**src/pkg/sto_pkg.sv**
```systemverilog
package sto_pkg;

	// ----------------------------------------
	// Register byte offsets
	// ----------------------------------------
	localparam logic [7:0] MODE_OFS       = 8'h00;
	localparam logic [7:0] STATUS_OFS     = 8'h04;
	localparam logic [7:0] CONTROL_OFS    = 8'h08;
	localparam logic [7:0] IRQ_STATUS_OFS = 8'h0C;
	localparam logic [7:0] IRQ_CLEAR_OFS  = 8'h10;
	localparam logic [7:0] IRQ_ENABLE_OFS = 8'h14;

	// ----------------------------------------
	// Mode selection codes
	// ----------------------------------------
	localparam logic [3:0] MODE_STO_ALARM                  = 4'h1;
	localparam logic [3:0] MODE_STO_WARNING                = 4'h3;
	localparam logic [3:0] MODE_THERMISTOR_ONLY_ALARM      = 4'h4;
	localparam logic [3:0] MODE_THERMISTOR_ONLY_WARNING    = 4'h5;
	localparam logic [3:0] MODE_COMBINED_ALARM             = 4'h6;
	localparam logic [3:0] MODE_COMBINED_WARNING           = 4'h7;
	localparam logic [3:0] MODE_COMBINED_ALARM_WARNING     = 4'h8;
	localparam logic [3:0] MODE_COMBINED_WARNING_ALARM     = 4'h9;
	localparam logic [3:0] MODE_RESET                      = 4'h1;

	// ----------------------------------------
	// Field positions
	// ----------------------------------------
	localparam int CONTROL_RESET_BIT = 0;
	localparam int EVT_ACTIVATED_BIT = 0;
	localparam int EVT_DANGER_BIT    = 1;
	localparam int EVT_RESUMED_BIT   = 2;
	localparam int EVT_WIDTH         = 3;
	localparam logic [EVT_WIDTH-1:0] EVT_RESET = 3'h0;

	// ----------------------------------------
	// Timing: stop response bound (ns) and cycles at 100 MHz
	// ----------------------------------------
	localparam longint STO_RESPONSE_NS  = 10000000;
	localparam longint CLOCK_PERIOD_NS  = 10;
	localparam longint STO_RESPONSE_CYC = STO_RESPONSE_NS / CLOCK_PERIOD_NS;

	// ----------------------------------------
	// Supervisor states
	// ----------------------------------------
	typedef enum logic [1:0] {
		ST_RUN        = 2'b00,
		ST_OFF_LOW    = 2'b01,
		ST_OFF_WAIT   = 2'b10,
		ST_DANGER     = 2'b11
	} sto_state_t;

endpackage : sto_pkg

```
**src/rtl/sto_supervisor.sv**
```systemverilog
`timescale 1ns/1ps

module sto_supervisor (
	// Clock and reset
	input  wire logic        clock,
	input  wire logic        rst_n,
	// Safety and drive pins
	input  wire logic        safety_disable_input,
	input  wire logic        thermistor_trip_output,
	input  wire logic        thermistor_present,
	input  wire logic        digital_reset_input,
	input  wire logic        local_operator_panel_reset,
	output logic             field_enable,
	output logic             brake_engage,
	output logic             torque_off_status,
	output logic             torque_off_alarm_code,
	output logic             torque_off_warning_code,
	output logic             dangerous_failure_alarm_code,
	output logic             irq,
	// AXI4-Lite write address
	input  wire logic        s_axi_awvalid,
	output logic             s_axi_awready,
	input  wire logic [7:0]  s_axi_awaddr,
	// AXI4-Lite write data
	input  wire logic        s_axi_wvalid,
	output logic             s_axi_wready,
	input  wire logic [31:0] s_axi_wdata,
	input  wire logic [3:0]  s_axi_wstrb,
	// AXI4-Lite write response
	output logic             s_axi_bvalid,
	input  wire logic        s_axi_bready,
	output logic [1:0]       s_axi_bresp,
	// AXI4-Lite read address
	input  wire logic        s_axi_arvalid,
	output logic             s_axi_arready,
	input  wire logic [7:0]  s_axi_araddr,
	// AXI4-Lite read data
	output logic             s_axi_rvalid,
	input  wire logic        s_axi_rready,
	output logic [31:0]      s_axi_rdata,
	output logic [1:0]       s_axi_rresp
);
	import sto_pkg::*;

	// ----------------------------------------
	// Helpers
	// ----------------------------------------
	// Known register offset
	function automatic logic is_mapped(input logic [7:0] a);
		is_mapped = (a == MODE_OFS) || (a == STATUS_OFS) || (a == CONTROL_OFS)
			|| (a == IRQ_STATUS_OFS) || (a == IRQ_CLEAR_OFS) || (a == IRQ_ENABLE_OFS);
	endfunction : is_mapped

	// Mode code allowed with or without the thermistor module
	function automatic logic mode_allowed(input logic [3:0] m, input logic present);
		mode_allowed = (m == MODE_STO_ALARM) || (m == MODE_STO_WARNING)
			|| (present && (m >= MODE_THERMISTOR_ONLY_ALARM) && (m <= MODE_COMBINED_WARNING_ALARM));
	endfunction : mode_allowed

	// ----------------------------------------
	// Declarations
	// ----------------------------------------
	logic                 safe_meta_q, safe_sync_q;
	logic                 therm_meta_q, therm_sync_q;
	logic                 dig_meta_q, dig_sync_q, dig_prev_q;
	logic                 key_meta_q, key_sync_q, key_prev_q;
	sto_state_t           state_q, state_d;
	logic [3:0]           mode_q;
	logic                 alarm68_q, alarm68_d;
	logic                 warn68_q, warn68_d;
	logic                 alarm72_q, alarm72_d;
	logic [EVT_WIDTH-1:0] irq_status_q, irq_enable_q;
	logic                 aw_have_q, w_have_q;
	logic [7:0]           aw_addr_q;
	logic [31:0]          w_data_q;
	logic [3:0]           w_strb_q;
	logic                 bvalid_q, rvalid_q;
	logic [1:0]           bresp_q, rresp_q;
	logic [31:0]          rdata_q;

	// ----------------------------------------
	// Input synchronisers
	// ----------------------------------------
	// Two flops per pin except thermistor_present, plus an edge flop on both reset pins; first flop read only by second
	always_ff @(posedge clock) begin
		if (!rst_n) begin
			safe_meta_q  <= 1'b0;
			safe_sync_q  <= 1'b0;
			therm_meta_q <= 1'b1;
			therm_sync_q <= 1'b1;
			dig_meta_q   <= 1'b0;
			dig_sync_q   <= 1'b0;
			dig_prev_q   <= 1'b0;
			key_meta_q   <= 1'b0;
			key_sync_q   <= 1'b0;
			key_prev_q   <= 1'b0;
		end else begin
			safe_meta_q  <= safety_disable_input;
			safe_sync_q  <= safe_meta_q;
			therm_meta_q <= thermistor_trip_output;
			therm_sync_q <= therm_meta_q;
			dig_meta_q   <= digital_reset_input;
			dig_sync_q   <= dig_meta_q;
			dig_prev_q   <= dig_sync_q;
			key_meta_q   <= local_operator_panel_reset;
			key_sync_q   <= key_meta_q;
			key_prev_q   <= key_sync_q;
		end
	end

	// ----------------------------------------
	// Bus write decode
	// ----------------------------------------
	// Write fires once both address and data are held
	wire        wr_fire      = aw_have_q && w_have_q && !bvalid_q;
	wire        wr_ok        = wr_fire && is_mapped(aw_addr_q);
	wire        wr_mode      = wr_ok && (aw_addr_q == MODE_OFS) && w_strb_q[0];
	wire        wr_control   = wr_ok && (aw_addr_q == CONTROL_OFS) && w_strb_q[0];
	wire        wr_clear     = wr_ok && (aw_addr_q == IRQ_CLEAR_OFS) && w_strb_q[0];
	wire        wr_enable    = wr_ok && (aw_addr_q == IRQ_ENABLE_OFS) && w_strb_q[0];
	wire [3:0]  new_mode     = w_data_q[3:0];
	wire        rd_fire      = s_axi_arvalid && !rvalid_q;

	// ----------------------------------------
	// Restart and trigger decode
	// ----------------------------------------
	// Any of the three reset sources, one-cycle pulse
	wire fieldbus_reset = wr_control && w_data_q[CONTROL_RESET_BIT];
	wire reset_pulse    = fieldbus_reset || (dig_sync_q && !dig_prev_q) || (key_sync_q && !key_prev_q);
	wire stop_request   = !safe_sync_q;
	wire therm_tripped  = !therm_sync_q;
	wire auto_restart   = (mode_q == MODE_STO_WARNING)
		|| (mode_q == MODE_COMBINED_WARNING) || (mode_q == MODE_COMBINED_ALARM_WARNING);
	wire plain_mode     = (mode_q == MODE_STO_ALARM) || (mode_q == MODE_STO_WARNING);
	wire therm_only     = (mode_q == MODE_THERMISTOR_ONLY_ALARM) || (mode_q == MODE_THERMISTOR_ONLY_WARNING);
	wire danger_cause   = (plain_mode && therm_tripped)
		|| (therm_only && !therm_tripped);
	wire alarm_kind     = (mode_q == MODE_STO_ALARM) || (mode_q == MODE_COMBINED_ALARM)
		|| (mode_q == MODE_COMBINED_WARNING_ALARM) || (mode_q == MODE_THERMISTOR_ONLY_ALARM);
	wire warn_kind      = auto_restart || (mode_q == MODE_THERMISTOR_ONLY_WARNING);

	// ----------------------------------------
	// Supervisor state machine
	// ----------------------------------------
	always_comb begin
		state_d   = state_q;
		alarm68_d = alarm68_q;
		warn68_d  = warn68_q;
		alarm72_d = alarm72_q;
		unique case (state_q)
			ST_RUN: begin
				if (stop_request) begin
					// Coast at once; cause picks the indication
					alarm72_d = danger_cause;
					alarm68_d = !danger_cause && alarm_kind;
					warn68_d  = !danger_cause && warn_kind;
					state_d   = danger_cause ? ST_DANGER : ST_OFF_LOW;
				end
			end
			ST_OFF_LOW: begin
				// Reset ignored while input low
				if (!stop_request) begin
					state_d = auto_restart ? ST_RUN : ST_OFF_WAIT;
				end
			end
			ST_OFF_WAIT: begin
				// Input high alone keeps coasting; reset resumes
				if (stop_request) begin
					state_d = ST_OFF_LOW;
				end else if (reset_pulse) begin
					state_d = ST_RUN;
				end
			end
			ST_DANGER: begin
				// Never automatic; needs input high and a reset
				if (!stop_request && reset_pulse) begin
					state_d = ST_RUN;
				end
			end
		endcase
		if (state_d == ST_RUN) begin
			alarm68_d = 1'b0;
			warn68_d  = 1'b0;
			alarm72_d = 1'b0;
		end
	end

	// State and indication registers
	always_ff @(posedge clock) begin
		if (!rst_n) begin
			state_q   <= ST_OFF_LOW;
			alarm68_q <= 1'b0;
			warn68_q  <= 1'b0;
			alarm72_q <= 1'b0;
		end else begin
			state_q   <= state_d;
			alarm68_q <= alarm68_d;
			warn68_q  <= warn68_d;
			alarm72_q <= alarm72_d;
		end
	end

	// ----------------------------------------
	// Mode register
	// ----------------------------------------
	// Unavailable selections are dropped, old mode kept
	always_ff @(posedge clock) begin
		if (!rst_n) begin
			mode_q <= MODE_RESET;
		end else if (wr_mode && mode_allowed(new_mode, thermistor_present)) begin
			mode_q <= new_mode;
		end
	end

	// ----------------------------------------
	// Drive outputs
	// ----------------------------------------
	// Field needs both the run state and a live input
	always_ff @(posedge clock) begin
		if (!rst_n) begin
			field_enable <= 1'b0;
			brake_engage <= 1'b1;
			torque_off_status <= 1'b1;
		end else begin
			field_enable      <= (state_d == ST_RUN) && !stop_request;
			brake_engage      <= (state_d != ST_RUN);
			torque_off_status <= (state_d != ST_RUN);
		end
	end

	assign torque_off_alarm_code        = alarm68_q;
	assign torque_off_warning_code      = warn68_q;
	assign dangerous_failure_alarm_code = alarm72_q;

	// ----------------------------------------
	// Interrupt status, enable and clear
	// ----------------------------------------
	wire [EVT_WIDTH-1:0] evt_set = {
		(state_q != ST_RUN) && (state_d == ST_RUN),
		(state_q != ST_DANGER) && (state_d == ST_DANGER),
		(state_q == ST_RUN) && (state_d != ST_RUN)
	};
	wire [EVT_WIDTH-1:0] evt_clr = wr_clear ? w_data_q[EVT_WIDTH-1:0] : EVT_RESET;

	// Set wins over a clear in the same cycle
	always_ff @(posedge clock) begin
		if (!rst_n) begin
			irq_status_q <= EVT_RESET;
			irq_enable_q <= EVT_RESET;
		end else begin
			irq_status_q <= (irq_status_q & ~evt_clr) | evt_set;
			if (wr_enable) begin
				irq_enable_q <= w_data_q[EVT_WIDTH-1:0];
			end
		end
	end

	assign irq = |(irq_status_q & irq_enable_q);

	// ----------------------------------------
	// AXI4-Lite write channel
	// ----------------------------------------
	assign s_axi_awready = !aw_have_q;
	assign s_axi_wready  = !w_have_q;
	assign s_axi_bvalid  = bvalid_q;
	assign s_axi_bresp   = bresp_q;

	// Hold address and data, answer when both present
	always_ff @(posedge clock) begin
		if (!rst_n) begin
			aw_have_q <= 1'b0;
			w_have_q  <= 1'b0;
			aw_addr_q <= 8'h00;
			w_data_q  <= 32'h0000_0000;
			w_strb_q  <= 4'h0;
			bvalid_q  <= 1'b0;
			bresp_q   <= 2'h0;
		end else begin
			if (s_axi_awvalid && !aw_have_q) begin
				aw_have_q <= 1'b1;
				aw_addr_q <= s_axi_awaddr;
			end
			if (s_axi_wvalid && !w_have_q) begin
				w_have_q <= 1'b1;
				w_data_q <= s_axi_wdata;
				w_strb_q <= s_axi_wstrb;
			end
			if (wr_fire) begin
				bvalid_q  <= 1'b1;
				bresp_q   <= wr_ok ? 2'h0 : 2'h2;
				aw_have_q <= 1'b0;
				w_have_q  <= 1'b0;
			end else if (bvalid_q && s_axi_bready) begin
				bvalid_q <= 1'b0;
			end
		end
	end

	// ----------------------------------------
	// AXI4-Lite read channel
	// ----------------------------------------
	assign s_axi_arready = !rvalid_q;
	assign s_axi_rvalid  = rvalid_q;
	assign s_axi_rdata   = rdata_q;
	assign s_axi_rresp   = rresp_q;

	// Status word: state, indications, pins
	wire [31:0] status_word = {24'h00_0000, thermistor_present, therm_tripped, safe_sync_q,
		alarm72_q, warn68_q, alarm68_q, state_q};
	wire [31:0] rd_word =
		(s_axi_araddr == MODE_OFS)       ? {28'h000_0000, mode_q} :
		(s_axi_araddr == STATUS_OFS)     ? status_word :
		(s_axi_araddr == IRQ_STATUS_OFS) ? {29'h0000_0000, irq_status_q} :
		(s_axi_araddr == IRQ_ENABLE_OFS) ? {29'h0000_0000, irq_enable_q} :
		32'h0000_0000;

	// One-cycle read answer; write-only words read zero
	always_ff @(posedge clock) begin
		if (!rst_n) begin
			rvalid_q <= 1'b0;
			rdata_q  <= 32'h0000_0000;
			rresp_q  <= 2'h0;
		end else if (rd_fire) begin
			rvalid_q <= 1'b1;
			rdata_q  <= rd_word;
			rresp_q  <= is_mapped(s_axi_araddr) ? 2'h0 : 2'h2;
		end else if (rvalid_q && s_axi_rready) begin
			rvalid_q <= 1'b0;
		end
	end

endmodule : sto_supervisor

```
**config.mk**
```make
export PLATFORM = sky130hd
export DESIGN_NAME = sto_supervisor
export DESIGN_NICKNAME = d
export VERILOG_FILES = /design/src/pkg/sto_pkg.sv /design/src/rtl/sto_supervisor.sv
export SDC_FILE = /design/constraint.sdc
export NUM_CORES = 1
export LEC_CHECK = 0
export BUFFER_PORTS_ARGS = -buffer_cell sky130_fd_sc_hd__buf_2
export CAP_MARGIN = 25
export CORE_MARGIN = 3
export CORE_UTILIZATION = 40
export DETAILED_ROUTE_END_ITERATION = 16
export PLACE_DENSITY = 0.7
export SLEW_MARGIN = 10
export SYNTH_ARGS = -nofsm -noshare
export SYNTH_HDL_FRONTEND = slang
export SYNTH_SLANG_ARGS = --single-unit
```
**constraint.sdc**
```tcl
create_clock -name clock -period 2.4 [get_ports clock]
set_clock_uncertainty 0.1 [all_clocks]
set_input_delay 0.36 -clock clock [delete_from_list [all_inputs] [get_ports clock]]
set_output_delay 0.36 -clock clock [all_outputs]
set_load 0.02 [all_outputs]
```
==> flow_summary.json, run 1 <==
{
  "status": "finished, final reports clean",
  "hold_buffers": 0,
  "clockRootBuffer": "clkbuf_8",
  "drt_first_pass_iters": 4,
  "syn_inst": 275,
  "port-buffer-count": 54,
  "routed_wl_mm": 4.990,
  "remaining_drc_errors": 0,
  "htreeDepth": 2,
  "tritoncts": "done",
  "yosys.area_share.simple": 0.2001,
  "relSlewSlack": 0.6242,
  "synth_top_family_by_area": "simple AND/OR/NAND/NOR gates",
  "antennaDiodeCount": 0,
  "initial_core_util": 0.4301,
  "cts_num_sinks": 54,
  "synth-compound-area-share": 0.1697,
  "clk_pin_slew_worst_paths_ns": 0.10,
  "period_minus_slack_ns": 2.216,
  "fin_nets": 389,
  "grt_first_pass_wirelength_mm": 8.390,
  "total_power_mw": 1.726,
  "antenna_found_initial": 0,
  "ys_warn_count": 0,
  "rsz0062_at_grt": "no",
  "worstSetupPathType": "register to register",
  "synthMuxAreaShare": 0.06940,
  "yosys_register_bits": 54,
  "pwr-share-comb": 0.131,
  "clk_latency_ns": 0.31,
  "syn_to_final_growth_pct": 13.42,
  "yosys.area.top_type": "dfxtp_1",
  "core_area_mm2": 0.005743,
  "synthDistinctLibCells": 41,
  "grt_pass1_vias": 1800,
  "post-cts-setup-buffers": 0,
  "yosysTopAreaCellShare": 0.4377,
  "postSynthAreaPerCell_um2": 8.981,
  "p_int_mw": 1.234,
  "fp.dieH_um": 84.58,
  "dr_total_vias": 2028,
  "ant_nets": 0,
  "worst_slew_pin_slew_ns": 0.5626,
  "p_leak_nw": 1.216,
  "synth-adder-area-share": 0,
  "setup_violations": 0,
  "critPathCaptureType": "register",
  "period_share": 0.9232,
  "drt-vias-per-instance": 5.095,
  "hpwl_mm": 3.848,
  "die_w_um": 84.58,
  "ioPinCount": 112,
  "place_congestion": 0.8103,
  "grt_usage": 0.1422,
  "final_max_slew_viol_count": 0,
  "final_layout_size_suffix_gt1_frac": 0.2362,
  "grt_max_degree": 24,
  "dieArea_mm2": 0.007154,
  "grt.overflow.total": 0,
  "drv_cap": 0,
  "pwr-share-clk": 0.310,
  "p_per_area_mw_per_mm2": 616.1,
  "fmax_mhz": 451.3,
  "syn_area_mm2": 0.002470,
  "post_cts_resized": 0,
  "wl_per_cell_um": 12.54,
  "finalHoldViolCount": 0,
  "hp-class": "input port to register",
  "critPathLaunchType": "register",
  "yosys-top-cells-area": "dfxtp_1 44%, buf_4 8.2%, mux2i_1 6.5%",
  "numCtsBuffers": 5,
  "ys_seq_area_frac": 0.4377,
  "critical_path_arrival_ns": 2.30,
  "clockBufferDepth": 2,
  "ir_drop_v": 0.0003029,
  "path_max_fanout": 5,
  "first_iter_violations": 92,
  "whs_ns": 0.1376,
  "fin_tns_setup_ns": 0,
  "p_seq_frac": 0.560,
  "swShare": 0.2847,
  "worstPathRequired_ns": 2.49,
  "synthXorXnorAreaFrac": 0,
  "switchingPower_mw": 0.4914,
  "rows": 27
}
-- critical path: stages (launching register included) --
cell	delay (ns)
dfxtp_1	0.33
or4_4	0.56
or4_4	0.58
a211oi_2	0.39
o32ai_1	0.15
-- path summary, 6_finish.rpt --
check	start	endpoint	slack, ns	depth (start not counted)
min reg2reg	therm_meta_q$_SDFF_PN1_	therm_sync_q$_SDFF_PN1_	0.32	1
min	thermistor_trip_output	therm_meta_q$_SDFF_PN1_	0.14	2
max	aw_addr_q[1]$_SDFFE_PN0P_	torque_off_alarm_code$_SDFFE_PP0P_	0.18	4
max reg2reg	aw_addr_q[1]$_SDFFE_PN0P_	torque_off_alarm_code$_SDFFE_PP0P_	0.18	4
-- sequential cells by signal, summed over array words and instances, names as in the netlist, 2 cells and up --
name / count
mode_q: 4
s_axi_rdata: 8
irq_enable_q: 3
aw_addr_q: 8
irq_status_q: 3
state_q: 2
w_data_q: 4
-- through the flow --
step           instances  area, µm²  utilization  setup slack, ns
2_1_floorplan        300       2564            -           0.4061
3_3_place_gp         390       2706       0.4712           0.2298
3_5_place_dp         390       2706       0.4712           0.2048
4_1_cts              398       2801       0.4878           0.1806
5_1_grt              398       2801       0.4878          0.08954
6_report             398       2801       0.4878           0.1843
-- cells in the final DEF, fill, tap and decap left out, types with 5 or more instances in the layout --
cell | netlist | final
nor3_1 | 5 | 5
nor4_1 | 5 | 5
nor2b_1 | 6 | 6
dfxtp_1 | 54 | 54
buf_4 | 27 | 5
a22oi_1 | 10 | 10
buf_2 | 0 | 54
nor2_1 | 28 | 28
nand3_1 | 7 | 7
nand2b_1 | 6 | 6
mux2i_1 | 16 | 16
nand4_1 | 6 | 6
nand2_1 | 5 | 5
and2_1 | 6 | 6
inv_1 | 12 | 12
conb_1 | 1 | 26
a21oi_1 | 14 | 14
o21ai_0 | 12 | 12
clkbuf_8 | 0 | 5
-- cell families after synthesis --
logic type             Yosys count
AO/OA/AOI/OAI                   61
buffers and inverters           53
flip-flops                      54
multiplexers                    17
other                            1
AND/OR/NAND/NOR                 89
-- power groups by stage --
stage | Combinational (mW) | Clock (mW) | Sequential, mW
floorplan | 0.195 | 0 | 0.980
global route | 0.250 | 0.597 | 0.973
CTS | 0.226 | 0.552 | 0.966
detailed placement | 0.225 | 0 | 0.987
global placement | 0.221 | 0 | 0.985
finish | 0.226 | 0.534 | 0.966
-- cell type report --
cell class	count	area, µm²
flip-flops and latches	54	1081
well taps	72	90.09
multi-input cells	193	1182
repair buffers	59	307.8
clock inverters	3	26.28
fillers	579	2942
clock buffers	5	68.82
inverters	12	45.04
-- Yosys cell counts (all sizes together) --
master and number:
dfxtp 54, o21ai 12, and2 6, nor4b 1, and3b 1, nor4 5
clkbuf 14, a311oi 2, a211o 2, o32ai 1, o2bb2ai 3, nand2 5
a22oi 10, nor2 28, nand3 7, a222oi 1, mux2 1, or4 4
or3b 3, a21oi 14, or3 2, buf 27, nand4bb 1, nand3b 2
nor2b 6, o21bai 1, nand2b 6, nand4b 1, o21a 2, o31ai 4
mux2i 16, nand4 6, nor3 5, a21boi 2, a31o 1, a211oi 5
inv 12, o221a 1, conb 1
-- routing by layer --
layer,GRT usage,up-vias,routed length (µm)
met5,0,-,0
met2,0.2228,83,2213
met3,0.04318,8,397
li1,-,1021,-
met4,0.04460,0,65
met1,0.1875,916,2312
Note: power is estimated with default switching activity, not from simulation.
==> inputs of run 2 (changes only) <==
- ABC_AREA: default -> 1
- PLACE_DENSITY: 0.7 -> 0.69
==> run 2 against run 1 <==
Combinational power grew 15%. Wire length grew 6.4%. Non-clock buffer count shrank 4. Critical path depth grew 6. Register-to-register slack gained 0.64 ns. Sequential share of layout area shrank 1.0 points. Synthesized area grew 3.9%. Via count grew 12%. Worst hold slack lost 0.0050 ns. Critical endpoint is now torque_off_warning_code$_SDFFE_PP0P_.
==> flow_summary.json, run 2 <==
{
  "status": "finished, final reports clean",
  "cpPeakStageDelay_ns": 0.32,
  "critical_path_arrival_ns": 1.68,
  "core_area_mm2": 0.006061,
  "cp_num_buf_inv": 0,
  "path_max_fanout": 3,
  "grt_pass1_vias": 2007,
  "hold_buffers": 0,
  "clockBufferDepth": 2,
  "synthMuxAreaShare": 0,
  "synth_edf_count": 0,
  "p_leak_nw": 1.453,
  "dpl_worst_slack_ns": 0.7771,
  "p_per_area_mw_per_mm2": 594.0,
  "setup_violations": 0,
  "port-buffer-count": 54,
  "stdcell_count": 490,
  "fin_nets": 479,
  "yosys_register_bits": 54,
  "synthXorXnorAreaFrac": 0,
  "synth-adder-area-share": 0,
  "yosys.area.top_type": "dfxtp_1",
  "crit_family": "simple AND/OR/NAND/NOR gates",
  "initial_core_util": 0.4234,
  "min_to": "safe_meta_q$_SDFF_PN0_",
  "synthDistinctLibCells": 29,
  "remaining_drc_errors": 0,
  "critPathLaunchType": "register",
  "fin_tns_setup_ns": 0,
  "period_share": 0.6556,
  "post_cts_resized": 0,
  "final_max_slew_viol_count": 0,
  "worstSetupPathType": "register to register",
  "dieArea_mm2": 0.007412,
  "ys_seq_area_frac": 0.4213,
  "ys_warn_count": 0,
  "yosys-top-cells-area": "dfxtp_1 42%, buf_4 7.9%, nor2_1 7.5%",
  "yosys.area_share.simple": 0.2735,
  "dp.cells": 483,
  "synth.most_common_cell": "dfxtp_1",
  "hp-class": "input port to register",
  "place_area_mm2": 0.002801,
  "postSynthAreaPerCell_um2": 7.089,
  "register_area_mm2": 0.001081,
  "synth-compound-area-share": 0.1287,
  "synth_top_family_by_area": "simple AND/OR/NAND/NOR gates",
  "yosys-top-cells-count": "54 x dfxtp_1, 51 x nor2_1, 50 x inv_1",
  "rr_endpoint": "torque_off_warning_code$_SDFFE_PP0P_",
  "rows": 28,
  "drv_cap": 0,
  "crit_path_frequent_cell": "nand2_1",
  "reg2reg_slack_ns": 0.83,
  "whs_ns": 0.1326,
  "ir_drop_v": 0.0003017,
  "fp.dieH_um": 86.10,
  "antennaDiodeCount": 0,
  "setup_slack_ns": 0.8265,
  "finalHoldViolCount": 0,
  "ioPinCount": 112,
  "syn_inst": 362,
  "cts_num_sinks": 54,
  "cpMaxStageDelayCell": "dfxtp_1",
  "grt_usage": 0.1435,
  "htreeDepth": 2,
  "syn_to_final_growth_pct": 12.14,
  "grt_max_degree": 35,
  "worstHoldPathCells": 3,
  "final_layout_size_suffix_gt1_frac": 0.2000,
  "relSlewSlack": 0.6565,
  "ys.flop_type": "dfxtp_1",
  "dr_total_vias": 2277,
  "drt-vias-per-instance": 4.647,
  "antenna_found_initial": 0,
  "post-cts-setup-buffers": 0,
  "r2r_start": "aw_addr_q[6]$_SDFFE_PN0P_",
  "path_cells": "nor2_1 -> nand2_1 -> nor2_4 -> nand2_1 -> nand2_1 -> nand2_1 -> nand2_1 -> nand4_1 -> nand2_1 -> nor2_1",
  "hpwl_mm": 4.009,
  "drt_first_pass_iters": 4,
  "fmax_mhz": 635.5,
  "tritoncts": "done",
  "place_congestion": 0.8139,
  "multi_input_area_mm2": 0.001130,
  "clockRootBuffer": "clkbuf_8",
  "critPathCaptureType": "register",
  "hold_start": "safety_disable_input",
  "die_w_um": 86.10,
  "routed_wl_mm": 5.307,
  "total_power_mw": 1.709,
  "synthArstFlopShare": 0,
  "design_area_mm2": 0.002878,
  "numCtsBuffers": 5,
  "ant_nets": 0,
  "clk_latency_ns": 0.31,
  "n_fill_cell": 638,
  "yosysTopAreaCellShare": 0.4213,
  "final_util": 0.4748,
  "rsz0062_at_grt": "no",
  "worst_slew_pin_slew_ns": 0.5147,
  "clk_pin_slew_worst_paths_ns": 0.09,
  "grt.overflow.total": 0,
  "period_minus_slack_ns": 1.573,
  "wl_per_cell_um": 10.83,
  "worstPathRequired_ns": 2.50,
  "final_cell_mix": "54 x dfxtp_1, 54 x buf_2, 51 x nor2_1",
  "syn_area_mm2": 0.002566,
  "grt_first_pass_wirelength_mm": 8.680,
  "first_iter_violations": 85,
  "worstRegToRegCells": 10
}
==> run 2: how the worst max path moves through the flow <==
stage	start	cells after the start	endpoint	slack (ns)
global placement	s_axi_araddr[7]	10	s_axi_rdata[3]$_SDFFE_PN0P_	0.78
floorplan	s_axi_rvalid$_SDFFE_PN0P_	6	s_axi_rdata[1]$_SDFFE_PN0P_	0.99
CTS	aw_addr_q[6]$_SDFFE_PN0P_	10	torque_off_warning_code$_SDFFE_PP0P_	0.85
detailed placement	s_axi_araddr[7]	10	s_axi_rdata[3]$_SDFFE_PN0P_	0.78
finish	aw_addr_q[6]$_SDFFE_PN0P_	10	torque_off_warning_code$_SDFFE_PP0P_	0.83
global route	aw_addr_q[6]$_SDFFE_PN0P_	10	torque_off_warning_code$_SDFFE_PP0P_	0.68
==> run 2: worst reg2reg max path, delay by kind of cell, from the launching register on <==
kind	cells	cell delay (ns)
AND/OR/NAND/NOR	10	1.04
flip-flops	1	0.32
==> run 2: cells by family after synthesis <==
family | Yosys count
compound gates | 64
buf+inv | 92
flops | 54
simple gates | 151
other cells | 1
==> run 2: metal layers <==
metal,vias to the layer above,global-route usage,part of all wire
li1,1193,-,-
met1,1005,0.1857,0.46
met2,71,0.2348,0.45
met3,8,0.02978,0.077
met4,0,0.05324,0.014
met5,-,0,0
==> run 2: power breakdown <==
part	internal, mW	switching, mW
logic	0.0797	0.179
clock network	0.202	0.281
registers	0.939	0.0285
==> run 2: cell type report <==
| cell class | count | area share |
|---|---|---|
| repair buffers | 55 | 0.09652 |
| clock buffers | 7 | 0.02652 |
| multi-input cells | 241 | 0.3926 |
| inverters | 58 | 0.07609 |
| flip-flops and latches | 54 | 0.3757 |
| well taps | 75 | 0.03261 |
